`config.mk`:
```
export PLATFORM = sky130hd
export DESIGN_NAME = scb_top
export DESIGN_NICKNAME = d
export VERILOG_FILES = /design/src/scb_top.v
export VERILOG_INCLUDE_DIRS = /design/src
export SDC_FILE = /design/constraint.sdc
export NUM_CORES = 1
export LEC_CHECK = 0
export ABC_CLOCK_PERIOD_IN_PS = 1900
export BUFFER_PORTS_ARGS = -buffer_cell sky130_fd_sc_hd__buf_2
export CORE_UTILIZATION = 52
export CTS_CLUSTER_SIZE = 10
export DETAILED_ROUTE_END_ITERATION = 10
export GPL_ROUTABILITY_DRIVEN = 0
export PLACE_DENSITY_LB_ADDON = 0.1
export SYNTH_ARGS = -nofsm -noshare
export SYNTH_HDL_FRONTEND = slang
export SYNTH_SLANG_ARGS = --single-unit
```
`constraint.sdc`:
```
create_clock -name aclk -period 1.9 [get_ports aclk]
set_input_delay 0.095 -clock aclk [delete_from_list [all_inputs] [get_ports aclk]]
set_output_delay 0.095 -clock aclk [all_outputs]
set_load 0.1 [all_outputs]
```
`src/scb_regs.vh`:
```
// Register offsets, field positions and reset values of the system control block
`ifndef SCB_REGS_VH
`define SCB_REGS_VH

// ----------------------------------------------------------------
// Register byte offsets
// ----------------------------------------------------------------
`define SCB_OFF_CORE_ID      8'h00
`define SCB_OFF_INT_STATE    8'h04
`define SCB_OFF_VEC_BASE     8'h08
`define SCB_OFF_APP_RESET    8'h0c
`define SCB_OFF_SLEEP        8'h10
`define SCB_OFF_CONFIG       8'h14
`define SCB_OFF_PRIO_TWO     8'h1c
`define SCB_OFF_PRIO_THREE   8'h20
`define SCB_OFF_HSTATE       8'h24
`define SCB_OFF_EVT_STATUS   8'h40
`define SCB_OFF_EVT_MASK     8'h44

// ----------------------------------------------------------------
// Reset values
// ----------------------------------------------------------------
`define SCB_RST_APP_RESET    32'hfa058000
`define SCB_RST_CONFIG       32'h00000208
`define SCB_RST_ZERO         32'h00000000

// ----------------------------------------------------------------
// Interrupt state register fields
// ----------------------------------------------------------------
`define SCB_IS_NMI_SET       31
`define SCB_IS_DSC_SET       28
`define SCB_IS_DSC_CLR       27
`define SCB_IS_TICK_SET      26
`define SCB_IS_TICK_CLR      25
`define SCB_IS_ANY_PEND      22
`define SCB_IS_PEND_LSB      12
`define SCB_IS_ACT_LSB       0

// ----------------------------------------------------------------
// Application reset control fields
// ----------------------------------------------------------------
`define SCB_AR_KEY_LSB       16
`define SCB_AR_KEY           16'h05fa
`define SCB_AR_RESET_REQ     2
`define SCB_AR_CLR_ACTIVE    1

// ----------------------------------------------------------------
// Sleep control fields and other masks
// ----------------------------------------------------------------
`define SCB_SLEEP_MASK       32'h00000016
`define SCB_SLEEP_EXIT       1
`define SCB_SLEEP_DEEP       2
`define SCB_SLEEP_ONPEND     4
`define SCB_VEC_MASK         32'hffffff80
`define SCB_PRIO2_LSB        30
`define SCB_PRIO3_TICK_LSB   30
`define SCB_PRIO3_DSC_LSB    22
`define SCB_HS_SVC_PEND      15

// ----------------------------------------------------------------
// Exception vector numbers
// ----------------------------------------------------------------
`define SCB_VEC_NMI          6'h02
`define SCB_VEC_SVC          6'h0b
`define SCB_VEC_DSC          6'h0e
`define SCB_VEC_TICK         6'h0f

// ----------------------------------------------------------------
// Event status bits
// ----------------------------------------------------------------
`define SCB_EV_RESET_REQ     0
`define SCB_EV_SLEEP         1
`define SCB_EV_UNALIGNED     2
`define SCB_EV_WIDTH         3

`endif

```
`src/scb_top.v`:
```
// System control block with an AXI4-Lite register slave
`timescale 1ns/1ps
`default_nettype none
`include "scb_regs.vh"

module scb_top #(
    parameter [31:0] CORE_ID = 32'h00c0ffee   // Arbitrary identity value
) (
    input  wire        aclk,
    input  wire        aresetn,
    input  wire [7:0]  s_axi_awaddr,
    input  wire        s_axi_awvalid,
    output wire        s_axi_awready,
    input  wire [31:0] s_axi_wdata,
    input  wire [3:0]  s_axi_wstrb,
    input  wire        s_axi_wvalid,
    output wire        s_axi_wready,
    output reg  [1:0]  s_axi_bresp,
    output reg         s_axi_bvalid,
    input  wire        s_axi_bready,
    input  wire [7:0]  s_axi_araddr,
    input  wire        s_axi_arvalid,
    output wire        s_axi_arready,
    output reg  [31:0] s_axi_rdata,
    output reg  [1:0]  s_axi_rresp,
    output reg         s_axi_rvalid,
    input  wire        s_axi_rready,
    input  wire        debug_halted,        // Core in debug halt, same clock
    input  wire [5:0]  active_vector,       // Active exception vector, same clock
    input  wire        svc_raise,           // Supervisor call taken pending
    input  wire        nmi_taken,           // Core entered non-maskable handler
    input  wire        unaligned_access,    // Core made an unaligned access
    output reg         nmi_pending,         // Non-maskable exception pending
    output reg         dsc_pending,         // Deferred service call pending
    output reg         tick_pending,        // Tick exception pending
    output reg         svc_pending,         // Supervisor call pending
    output reg         hard_fault_req,      // Severe fault request
    output reg         sys_reset_req,       // System reset request pulse
    output reg         clear_active_req,    // Clear active state pulse
    output reg  [31:0] vector_base,         // Vector table base
    output reg         sleep_on_exit,       // Sleep after handler return
    output reg         sleep_deep,          // Deep low-power selected
    output reg         wake_on_pend,        // Pending event wakes the core
    output reg  [1:0]  prio_svc,            // Supervisor call priority
    output reg  [1:0]  prio_dsc,            // Deferred call priority
    output reg  [1:0]  prio_tick,           // Tick priority
    output wire        irq                  // Event interrupt level
);

    // ----------------------------------------------------------------
    // Bus handshake, event, halt and decode state
    // ----------------------------------------------------------------
    reg         aw_held;        // Write address captured
    reg  [7:0]  aw_addr;        // Captured write address
    reg         w_held;         // Write data captured
    reg  [31:0] w_data;         // Captured write data
    reg  [3:0]  w_strb;         // Captured byte enables
    reg  [`SCB_EV_WIDTH-1:0] evt_status;  // Sticky events
    reg  [`SCB_EV_WIDTH-1:0] evt_mask;    // Event enables
    reg         halted_q;       // Previous debug halt level
    reg         clr_armed;      // Clear waiting for halt exit
    reg  [31:0] rd_word;        // Read mux result
    reg         rd_ok;          // Read address decoded
    reg  [5:0]  top_pend;       // Highest pending vector

    // Write decode
    wire do_write = aw_held && w_held && !s_axi_bvalid;
    wire full_word = (w_strb == 4'hf) && (aw_addr[1:0] == 2'b00);
    wire wr_ok = (aw_addr == `SCB_OFF_INT_STATE)
              || (aw_addr == `SCB_OFF_VEC_BASE)
              || (aw_addr == `SCB_OFF_APP_RESET)
              || (aw_addr == `SCB_OFF_SLEEP)
              || (aw_addr == `SCB_OFF_PRIO_TWO)
              || (aw_addr == `SCB_OFF_PRIO_THREE)
              || (aw_addr == `SCB_OFF_HSTATE)
              || (aw_addr == `SCB_OFF_EVT_STATUS)
              || (aw_addr == `SCB_OFF_EVT_MASK)
              || (aw_addr == `SCB_OFF_CORE_ID)
              || (aw_addr == `SCB_OFF_CONFIG);
    wire wr_go = do_write && full_word;
    wire wr_is = wr_go && (aw_addr == `SCB_OFF_INT_STATE);
    wire wr_ar = wr_go && (aw_addr == `SCB_OFF_APP_RESET)
              && (w_data[31:`SCB_AR_KEY_LSB] == `SCB_AR_KEY);
    wire [`SCB_EV_WIDTH-1:0] evt_in;

    assign s_axi_awready = !aw_held;
    assign s_axi_wready  = !w_held;
    assign s_axi_arready = !s_axi_rvalid;
    assign irq = |(evt_status & evt_mask);

    // Event sources, one per status bit
    assign evt_in[`SCB_EV_RESET_REQ] = wr_ar && w_data[`SCB_AR_RESET_REQ];
    assign evt_in[`SCB_EV_SLEEP]     = 1'b0;   // Spare bit
    assign evt_in[`SCB_EV_UNALIGNED] = unaligned_access;

    // ----------------------------------------------------------------
    // Write channels and response
    // ----------------------------------------------------------------
    // Address and data taken in either order, answer after both
    always @(posedge aclk) begin
        if (!aresetn) begin
            aw_held      <= 1'b0;
            aw_addr      <= 8'h00;
            w_held       <= 1'b0;
            w_data       <= 32'h00000000;
            w_strb       <= 4'h0;
            s_axi_bvalid <= 1'b0;
            s_axi_bresp  <= 2'b00;
        end else begin
            // Address channel
            if (s_axi_awvalid && !aw_held) begin
                aw_held <= 1'b1;
                aw_addr <= s_axi_awaddr;
            end

            // Data channel
            if (s_axi_wvalid && !w_held) begin
                w_held <= 1'b1;
                w_data <= s_axi_wdata;
                w_strb <= s_axi_wstrb;
            end

            // Response once both are held
            if (do_write) begin
                s_axi_bvalid <= 1'b1;
                s_axi_bresp  <= (wr_ok && full_word) ? 2'b00 : 2'b10;
            end else if (s_axi_bvalid && s_axi_bready) begin
                s_axi_bvalid <= 1'b0;
                aw_held      <= 1'b0;
                w_held       <= 1'b0;
            end
        end
    end

    // ----------------------------------------------------------------
    // Software-held configuration
    // ----------------------------------------------------------------
    // Vector base, sleep settings and priorities
    always @(posedge aclk) begin
        if (!aresetn) begin
            vector_base   <= `SCB_RST_ZERO;
            sleep_on_exit <= 1'b0;
            sleep_deep    <= 1'b0;
            wake_on_pend  <= 1'b0;
            prio_svc      <= 2'b00;
            prio_dsc      <= 2'b00;
            prio_tick     <= 2'b00;
            evt_mask      <= {`SCB_EV_WIDTH{1'b0}};
        end else if (wr_go) begin
            case (aw_addr)
                `SCB_OFF_VEC_BASE: begin
                    vector_base <= w_data & `SCB_VEC_MASK;
                end
                `SCB_OFF_SLEEP: begin
                    sleep_on_exit <= w_data[`SCB_SLEEP_EXIT];
                    sleep_deep    <= w_data[`SCB_SLEEP_DEEP];
                    wake_on_pend  <= w_data[`SCB_SLEEP_ONPEND];
                end
                `SCB_OFF_PRIO_TWO: begin
                    prio_svc <= w_data[`SCB_PRIO2_LSB +: 2];
                end
                `SCB_OFF_PRIO_THREE: begin
                    prio_tick <= w_data[`SCB_PRIO3_TICK_LSB +: 2];
                    prio_dsc  <= w_data[`SCB_PRIO3_DSC_LSB +: 2];
                end
                `SCB_OFF_EVT_MASK: begin
                    evt_mask <= w_data[`SCB_EV_WIDTH-1:0];
                end
                default: begin
                    evt_mask <= evt_mask;   // Identity and fixed words ignore writes
                end
            endcase
        end
    end

    // ----------------------------------------------------------------
    // Pending exception state
    // ----------------------------------------------------------------
    // Updated the cycle after the write; set wins over clear
    always @(posedge aclk) begin
        if (!aresetn) begin
            nmi_pending  <= 1'b0;
            dsc_pending  <= 1'b0;
            tick_pending <= 1'b0;
            svc_pending  <= 1'b0;
        end else begin
            // Non-maskable, cleared when taken
            if (wr_is && w_data[`SCB_IS_NMI_SET])
                nmi_pending <= 1'b1;
            else if (nmi_taken)
                nmi_pending <= 1'b0;

            // Deferred call
            if (wr_is && w_data[`SCB_IS_DSC_SET])
                dsc_pending <= 1'b1;
            else if (wr_is && w_data[`SCB_IS_DSC_CLR])
                dsc_pending <= 1'b0;

            // Tick
            if (wr_is && w_data[`SCB_IS_TICK_SET])
                tick_pending <= 1'b1;
            else if (wr_is && w_data[`SCB_IS_TICK_CLR])
                tick_pending <= 1'b0;

            // Supervisor call
            if (svc_raise)
                svc_pending <= 1'b1;                        // Set wins over clear
            else if (wr_go && aw_addr == `SCB_OFF_HSTATE)
                svc_pending <= w_data[`SCB_HS_SVC_PEND];
        end
    end

    // ----------------------------------------------------------------
    // Reset request, halt-exit clear, faults and events
    // ----------------------------------------------------------------
    // Keyed control writes; clear fires when debug halt ends
    always @(posedge aclk) begin
        if (!aresetn) begin
            sys_reset_req    <= 1'b0;
            clear_active_req <= 1'b0;
            clr_armed        <= 1'b0;
            halted_q         <= 1'b0;
            hard_fault_req   <= 1'b0;
            evt_status       <= {`SCB_EV_WIDTH{1'b0}};
        end else begin
            halted_q       <= debug_halted;
            sys_reset_req  <= wr_ar && w_data[`SCB_AR_RESET_REQ];
            hard_fault_req <= unaligned_access;

            // Clear armed in halt, fires at exit
            if (wr_ar && w_data[`SCB_AR_CLR_ACTIVE] && debug_halted)
                clr_armed <= 1'b1;
            else if (halted_q && !debug_halted)
                clr_armed <= 1'b0;
            clear_active_req <= clr_armed && halted_q && !debug_halted;

            // Sticky events, new event wins over write-one clear
            if (wr_go && aw_addr == `SCB_OFF_EVT_STATUS)
                evt_status <= (evt_status & ~w_data[`SCB_EV_WIDTH-1:0]) | evt_in;
            else
                evt_status <= evt_status | evt_in;
        end
    end

    // ----------------------------------------------------------------
    // Highest pending vector
    // ----------------------------------------------------------------
    // Order: non-maskable, supervisor, then deferred or tick by lower priority level
    always @* begin
        if (nmi_pending)
            top_pend = `SCB_VEC_NMI;
        else if (svc_pending)
            top_pend = `SCB_VEC_SVC;
        // Equal levels favour the deferred call
        else if (dsc_pending && (!tick_pending || prio_dsc <= prio_tick))
            top_pend = `SCB_VEC_DSC;
        else if (tick_pending)
            top_pend = `SCB_VEC_TICK;
        else
            top_pend = 6'h00;
    end

    // ----------------------------------------------------------------
    // Read decode
    // ----------------------------------------------------------------
    // Unmapped offsets answer with an error and zero data
    always @* begin
        rd_word = 32'h00000000;
        rd_ok   = 1'b1;
        case (s_axi_araddr)
            `SCB_OFF_CORE_ID:    rd_word = CORE_ID;
            `SCB_OFF_INT_STATE: begin
                rd_word[`SCB_IS_NMI_SET]  = nmi_pending;
                rd_word[`SCB_IS_DSC_SET]  = dsc_pending;
                rd_word[`SCB_IS_TICK_SET] = tick_pending;
                rd_word[`SCB_IS_ANY_PEND] = |top_pend;
                rd_word[`SCB_IS_PEND_LSB +: 6] = top_pend;
                rd_word[`SCB_IS_ACT_LSB +: 6]  = active_vector;
            end
            `SCB_OFF_VEC_BASE:   rd_word = vector_base;
            `SCB_OFF_APP_RESET:  rd_word = `SCB_RST_APP_RESET;
            `SCB_OFF_SLEEP: begin
                rd_word[`SCB_SLEEP_EXIT]   = sleep_on_exit;
                rd_word[`SCB_SLEEP_DEEP]   = sleep_deep;
                rd_word[`SCB_SLEEP_ONPEND] = wake_on_pend;
            end
            `SCB_OFF_CONFIG:     rd_word = `SCB_RST_CONFIG;
            `SCB_OFF_PRIO_TWO:   rd_word[`SCB_PRIO2_LSB +: 2] = prio_svc;
            `SCB_OFF_PRIO_THREE: begin
                rd_word[`SCB_PRIO3_TICK_LSB +: 2] = prio_tick;
                rd_word[`SCB_PRIO3_DSC_LSB +: 2]  = prio_dsc;
            end
            `SCB_OFF_HSTATE:     rd_word[`SCB_HS_SVC_PEND] = svc_pending;
            `SCB_OFF_EVT_STATUS: rd_word[`SCB_EV_WIDTH-1:0] = evt_status;
            `SCB_OFF_EVT_MASK:   rd_word[`SCB_EV_WIDTH-1:0] = evt_mask;
            default:             rd_ok = 1'b0;
        endcase
    end

    // ----------------------------------------------------------------
    // Read channel
    // ----------------------------------------------------------------
    // One read in flight, data registered
    always @(posedge aclk) begin
        if (!aresetn) begin
            s_axi_rvalid <= 1'b0;
            s_axi_rdata  <= 32'h00000000;
            s_axi_rresp  <= 2'b00;
        end else if (s_axi_arvalid && !s_axi_rvalid) begin
            // Address taken, data registered
            s_axi_rvalid <= 1'b1;
            s_axi_rdata  <= rd_word;
            s_axi_rresp  <= rd_ok ? 2'b00 : 2'b10;
        end else if (s_axi_rvalid && s_axi_rready) begin
            // Master took the data
            s_axi_rvalid <= 1'b0;
        end
    end

endmodule
`default_nettype wire

```
---- After elaboration in Yosys (flattened, before gate mapping) ----
Cells that the tools add are included.
word-level totals
  register bits after elaboration ......... 133
  output and inout bits ................... 90
  word-level logic and storage cells ...... 167
cells by class
  magnitude comparators ................... 1
  equal/unequal tests ..................... 22
  muxes and demuxes ....................... 47
  bitwise logic cells ..................... 5
  reductions and logical operators ........ 64
operators with widths
  cell                                             number
  == test 8 x 5 -> 1 bit, second input constant    6
  == test 8 x 4 -> 1 bit, second input constant    4
  == test 8 x 6 -> 1 bit, second input constant    4
  == test 8 x 7 -> 1 bit, second input constant    4
  logical AND 1 bit                                27
  2-to-1 mux 1 bit                                 21
  case mux 6 bit (3 select lines)                  1
  == test 16 x 11 -> 1 bit, second input constant  1
  == test 8 x 3 -> 1 bit, second input constant    2
  zero test 8 bit                                  2
  2-to-1 mux 4 bit                                 4
  nonzero test 2 bit                               7
  case mux 1 bit (2 select lines)                  6
  case mux 1 bit (4 select lines)                  3
  logical OR 1 bit                                 11
  OR reduction 11 bit                              1
  case mux 2 bit (5 select lines)                  1
  AND reduction 2 bit                              5
  case mux 1 bit (3 select lines)                  3
  case mux 3 bit (3 select lines)                  1
  case mux 4 bit (2 select lines)                  1
  AND 3 bit                                        2
  zero test 1 bit                                  6
  OR 3 bit                                         2
  12 further kinds                                 14

---- Logic depth before layout (Yosys ltp) ----
  depth after elaboration ................. 13
  depth in mapped cells ................... 7
  gate-level depth less buffers ........... 7

---- Worst setup path before layout ----
OpenSTA, ideal clock, no wires.
  path type ............................... reg2reg
  start point ............................. reg s_axi_rvalid
  end point ............................... reg s_axi_rdata[17]
  data arrival time ....................... 2.712 ns
  data required time ...................... 1.824 ns
  path slack .............................. -0.888 ns
  cell stages (with the launch flop) ...... 7
  buffers on the path ..................... 2
  clock period less this slack ............ 2.788 ns
  path through ............................ dfxtp_1 inv_1 nand2_1 clkbuf_1 buf_1 nand2_1 a21boi_0
on the way
  longest elaborated chain between the ends .. 2
RTL lines
  item                    RTL line       source
  from (decl)             scb_top.v:26   output reg s_axi_rvalid,
  from (signal assigned)  scb_top.v:306  s_axi_rvalid <= 1'b0;
  from (signal assigned)  scb_top.v:311  s_axi_rvalid <= 1'b1;
  from (signal assigned)  scb_top.v:316  s_axi_rvalid <= 1'b0;
  zero test 1 bit         n/a
  net s_axi_arready       scb_top.v:23   output wire s_axi_arready,
  logical AND 1 bit       scb_top.v:309  end else if (s_axi_arvalid && !s_axi_rvalid) begin
  to (signal assigned)    scb_top.v:312  s_axi_rdata <= rd_word;
  to (decl)               scb_top.v:24   output reg [31:0] s_axi_rdata,
The timed path passes the listed nets, and every way through them passes these cells.
A chain may end at the register's enable or synchronous reset.

---- Final worst setup path ----
  start point ............................. in s_axi_araddr[0]
  end point ............................... reg s_axi_rdata[2]
on the way
  longest elaborated chain between the ends .. 2
  elaborated cells on any way between the ends .. 6
  classes of those cells .................. 4 x eq/ne; 1 x mux; 1 x reduce/logical
RTL lines
  item                                            RTL line       source
  from (decl)                                     scb_top.v:21   input wire [7:0] s_axi_araddr,
  == test 8 x 7 -> 1 bit (tied with other cells)  scb_top.v:270  case (s_axi_araddr)
  case mux 2 bit (5 select lines) *               scb_top.v:270
Mark *: on every way between the ends. The rest lies on a longest branch, timed or not.

==> impl_metrics.tcl <==
set metrics [dict create \
    status "complete, no violations" \
    wl_met1_um 6860 \
    tightest_slew_ns 0.522 \
    switching_share 0.263 \
    cts.sinks 128 \
    via_per_inst 5.41 \
    area_delta_synth_final_pct 36.1 \
    io_pins 159 \
    ys_warn_count 0 \
    cts_tree "yes" \
    rows 37 \
    via_count 5451 \
    synthArstFlopShare 0 \
    port-buffer-count 146 \
    drc 0 \
    crit_fanout 8 \
    clockBufferDepth 2 \
    pwr-share-comb 0.137 \
    grt_pass1_vias 5292 \
    timing.hold.ws_ns 0.0185 \
    die_area_um2 11200 \
    max_slew_margin 0.650 \
    dr_wl_met3_um 957 \
    grtUsageTotal 0.291 \
    fp.coreArea_um2 10400 \
    dp.cells 917 \
    path_clk_slew_ns 0.06 \
    h-tree-depth 4 \
    powerDensity_nw_per_um2 924 \
    grt_max_degree 78 \
    grt_overflow 0 \
    detailed_place_hpwl_um 10500 \
    finalPower_mw 7.08 \
    post_route_cells_drive_above_1_share 0.261 \
    place_area_um2 6470 \
    start_kind "primary input" \
    routed.top_layer "met4" \
    grt_pass1_wl_um 25700 \
    clock_skew_ns 0.0115 \
    wl_per_cell_um 15.8 \
    timing.final.ws_setup_ns 0.0698 \
    seq_power_share 0.404 \
    intPower_mw 5.22 \
    cts_made_buffers 17 \
    firstDrtPassIters 5 \
    synth_ff_type "dfxtp_1" \
    p_sw_mw 1.86 \
    cp.arrival_ns 2.28 \
    n_antenna_cell 0 \
    final_hold_viol_count 0 \
    post-route-min-period_ns 1.83 \
    final_util 0.735 \
    antenna_left 0 \
    final-setup-viol-count 0 \
    fmax_mhz 546 \
    ys_types 57 \
    syn_avg_cell_area_um2 8.51 \
    clock_power_share 0.460 \
    cts_root_buf "clkbuf_8" \
    p_leak_nw 3.24 \
    worstPathRequired_ns 2.35 \
    ys_seq_elements 128 \
    setup_tns_ns 0 \
    crit_type "in2reg" \
    clk_latency_ns 0.52 \
    netlist_area_um2 5630 \
    antenna_found_initial 0 \
    die_y_um 106 \
    dp_slack_ns 0.140 \
    finalMaxSlewViolations 0 \
    hp-class "in2reg" \
    final-instance-count-excl-fill 1007 \
    die_w_um 106 \
    routed_wl_um 15900 \
    cp-end-kind "flip-flop" \
    finalCritPeriodShare 0.963 \
    synth-edff-count 0 \
    drt_iter0_drc 406 \
    start_util 0.540 \
    wl_met2_um 7870 \
    layout.nets 929 \
    syn_inst 661 \
    rsz0062_at_grt "yes" \
    yosysSeqAreaShare 0.455 \
    cap_violations 0 \
    ir_drop_mv 0.534 \
    post-route-cell-area_um2 7660 \
]
-- routing by layer --
metal / global-route usage / vias up
met2: 0.509 / 212
li1: - / 2639
met5: 0 / -
met4: 0.0883 / 0
met1: 0.353 / 2576
met3: 0.0693 / 24
-- worst paths after layout --
check / from / end / slack [ns] / depth (start not counted)
max: s_axi_araddr[0] / s_axi_rdata[2]$_SDFFE_PN0P_ / 0.07 / 8
min: active_vector[5] / s_axi_rdata[5]$_SDFFE_PN0P_ / 0.02 / 5
max reg2reg: s_axi_rvalid$_SDFFE_PN0P_ / s_axi_rdata[2]$_SDFFE_PN0P_ / 0.10 / 5
min reg2reg: clr_armed$_SDFFE_PN0P_ / clear_active_req$_SDFF_PN0_ / 0.44 / 2
-- synth_stat cells, types with 2 or more instances --
cell type,n,share of area
and3_1,4,0.0044
o21ai_0,28,0.025
nor3_1,11,0.0098
a21boi_0,46,0.061
a31o_2,2,0.0031
buf_8,2,0.0053
nand3b_1,5,0.0067
ha_1,2,0.0044
o21a_1,3,0.0040
a21boi_2,20,0.040
inv_1,11,0.0073
clkbuf_1,33,0.022
nand4_1,9,0.010
a21oi_1,40,0.036
buf_2,3,0.0027
nand2b_1,7,0.0078
dfxtp_1,128,0.46
nand4b_1,2,0.0031
a31oi_1,6,0.0067
nor2b_1,33,0.037
nand3_1,14,0.012
a41oi_1,2,0.0031
and2_1,5,0.0056
nand2_1,154,0.10
nor2_1,21,0.014
nor4b_1,2,0.0031
o211a_1,2,0.0036
and4_1,2,0.0031
nor3b_1,2,0.0027
or3_1,4,0.0044
buf_4,9,0.012
mux2i_1,21,0.037
o22ai_1,2,0.0022
buf_6,3,0.0060
-- placed cells by master, fill, tap and decap left out, drive strengths merged, types with 9 or more instances in the layout --
cell type,netlist,routed
nor2b,33,33
a21oi,40,40
inv,11,10
dlygate4sd3,0,57
mux2i,21,21
nand4,9,9
nand2,154,154
a21boi,66,66
o21ai,28,28
nor2,21,21
conb,1,9
nor3,12,12
nand3,14,14
buf,18,165
dfxtp,128,128
clkbuf,34,27
-- flip-flops by register name (all words and copies together), names as in the netlist, 2 cells and up --
register     cells
evt_mask         3
vector_base     25
w_data          29
prio_tick        2
aw_addr          8
w_strb           4
evt_status       3
prio_svc         2
s_axi_rdata     32
prio_dsc         2
-- kinds of logic after synthesis --
family / after synthesis / synth area share
simple gates: 282 / 0.240
mux: 22 / 0.0394
buf+inv: 63 / 0.0569
compound gates: 163 / 0.203
fa+ha+maj: 2 / 0.00445
flops: 128 / 0.455
other cells: 1 / 0.000666
-- power by group through the flow --
stage | registers, mW | clock network, mW | logic [mW]
3_3_place_gp | 2.91 | 0 | 0.850
3_5_place_dp | 2.91 | 0 | 0.861
2_1_floorplan | 3.15 | 0 | 0.419
6_report | 2.86 | 3.25 | 0.969
4_1_cts | 2.85 | 3.28 | 0.956
5_1_grt | 2.87 | 3.41 | 1.03
-- cell type report --
cell class	count	area [µm²]
multi-input combinational	478	2800
fill	812	2760
sequential	128	2570
timing repair buffer	222	1490
clock buffer	27	492
tap	136	170
clock inverter	5	100
inverter	11	45.0
-- worst max-delay path: stages --
cell and delay, ns:
dlygate4sd3_1 0.55, buf_2 0.15, nor3_2 0.20, nand2_1 0.11, o21a_4 0.28, o31a_1 0.13
a211oi_1 0.19, dlygate4sd3_1 0.58
-- what timing repair did --
item,4_1_cts,5_1_grt
gates resized for setup,0,4
setup buffers,0,1
endpoints found under the hold margin,55,0
hold buffers,57,0
setup endpoints to repair,0,6
(Power assumes the default switching activity.)
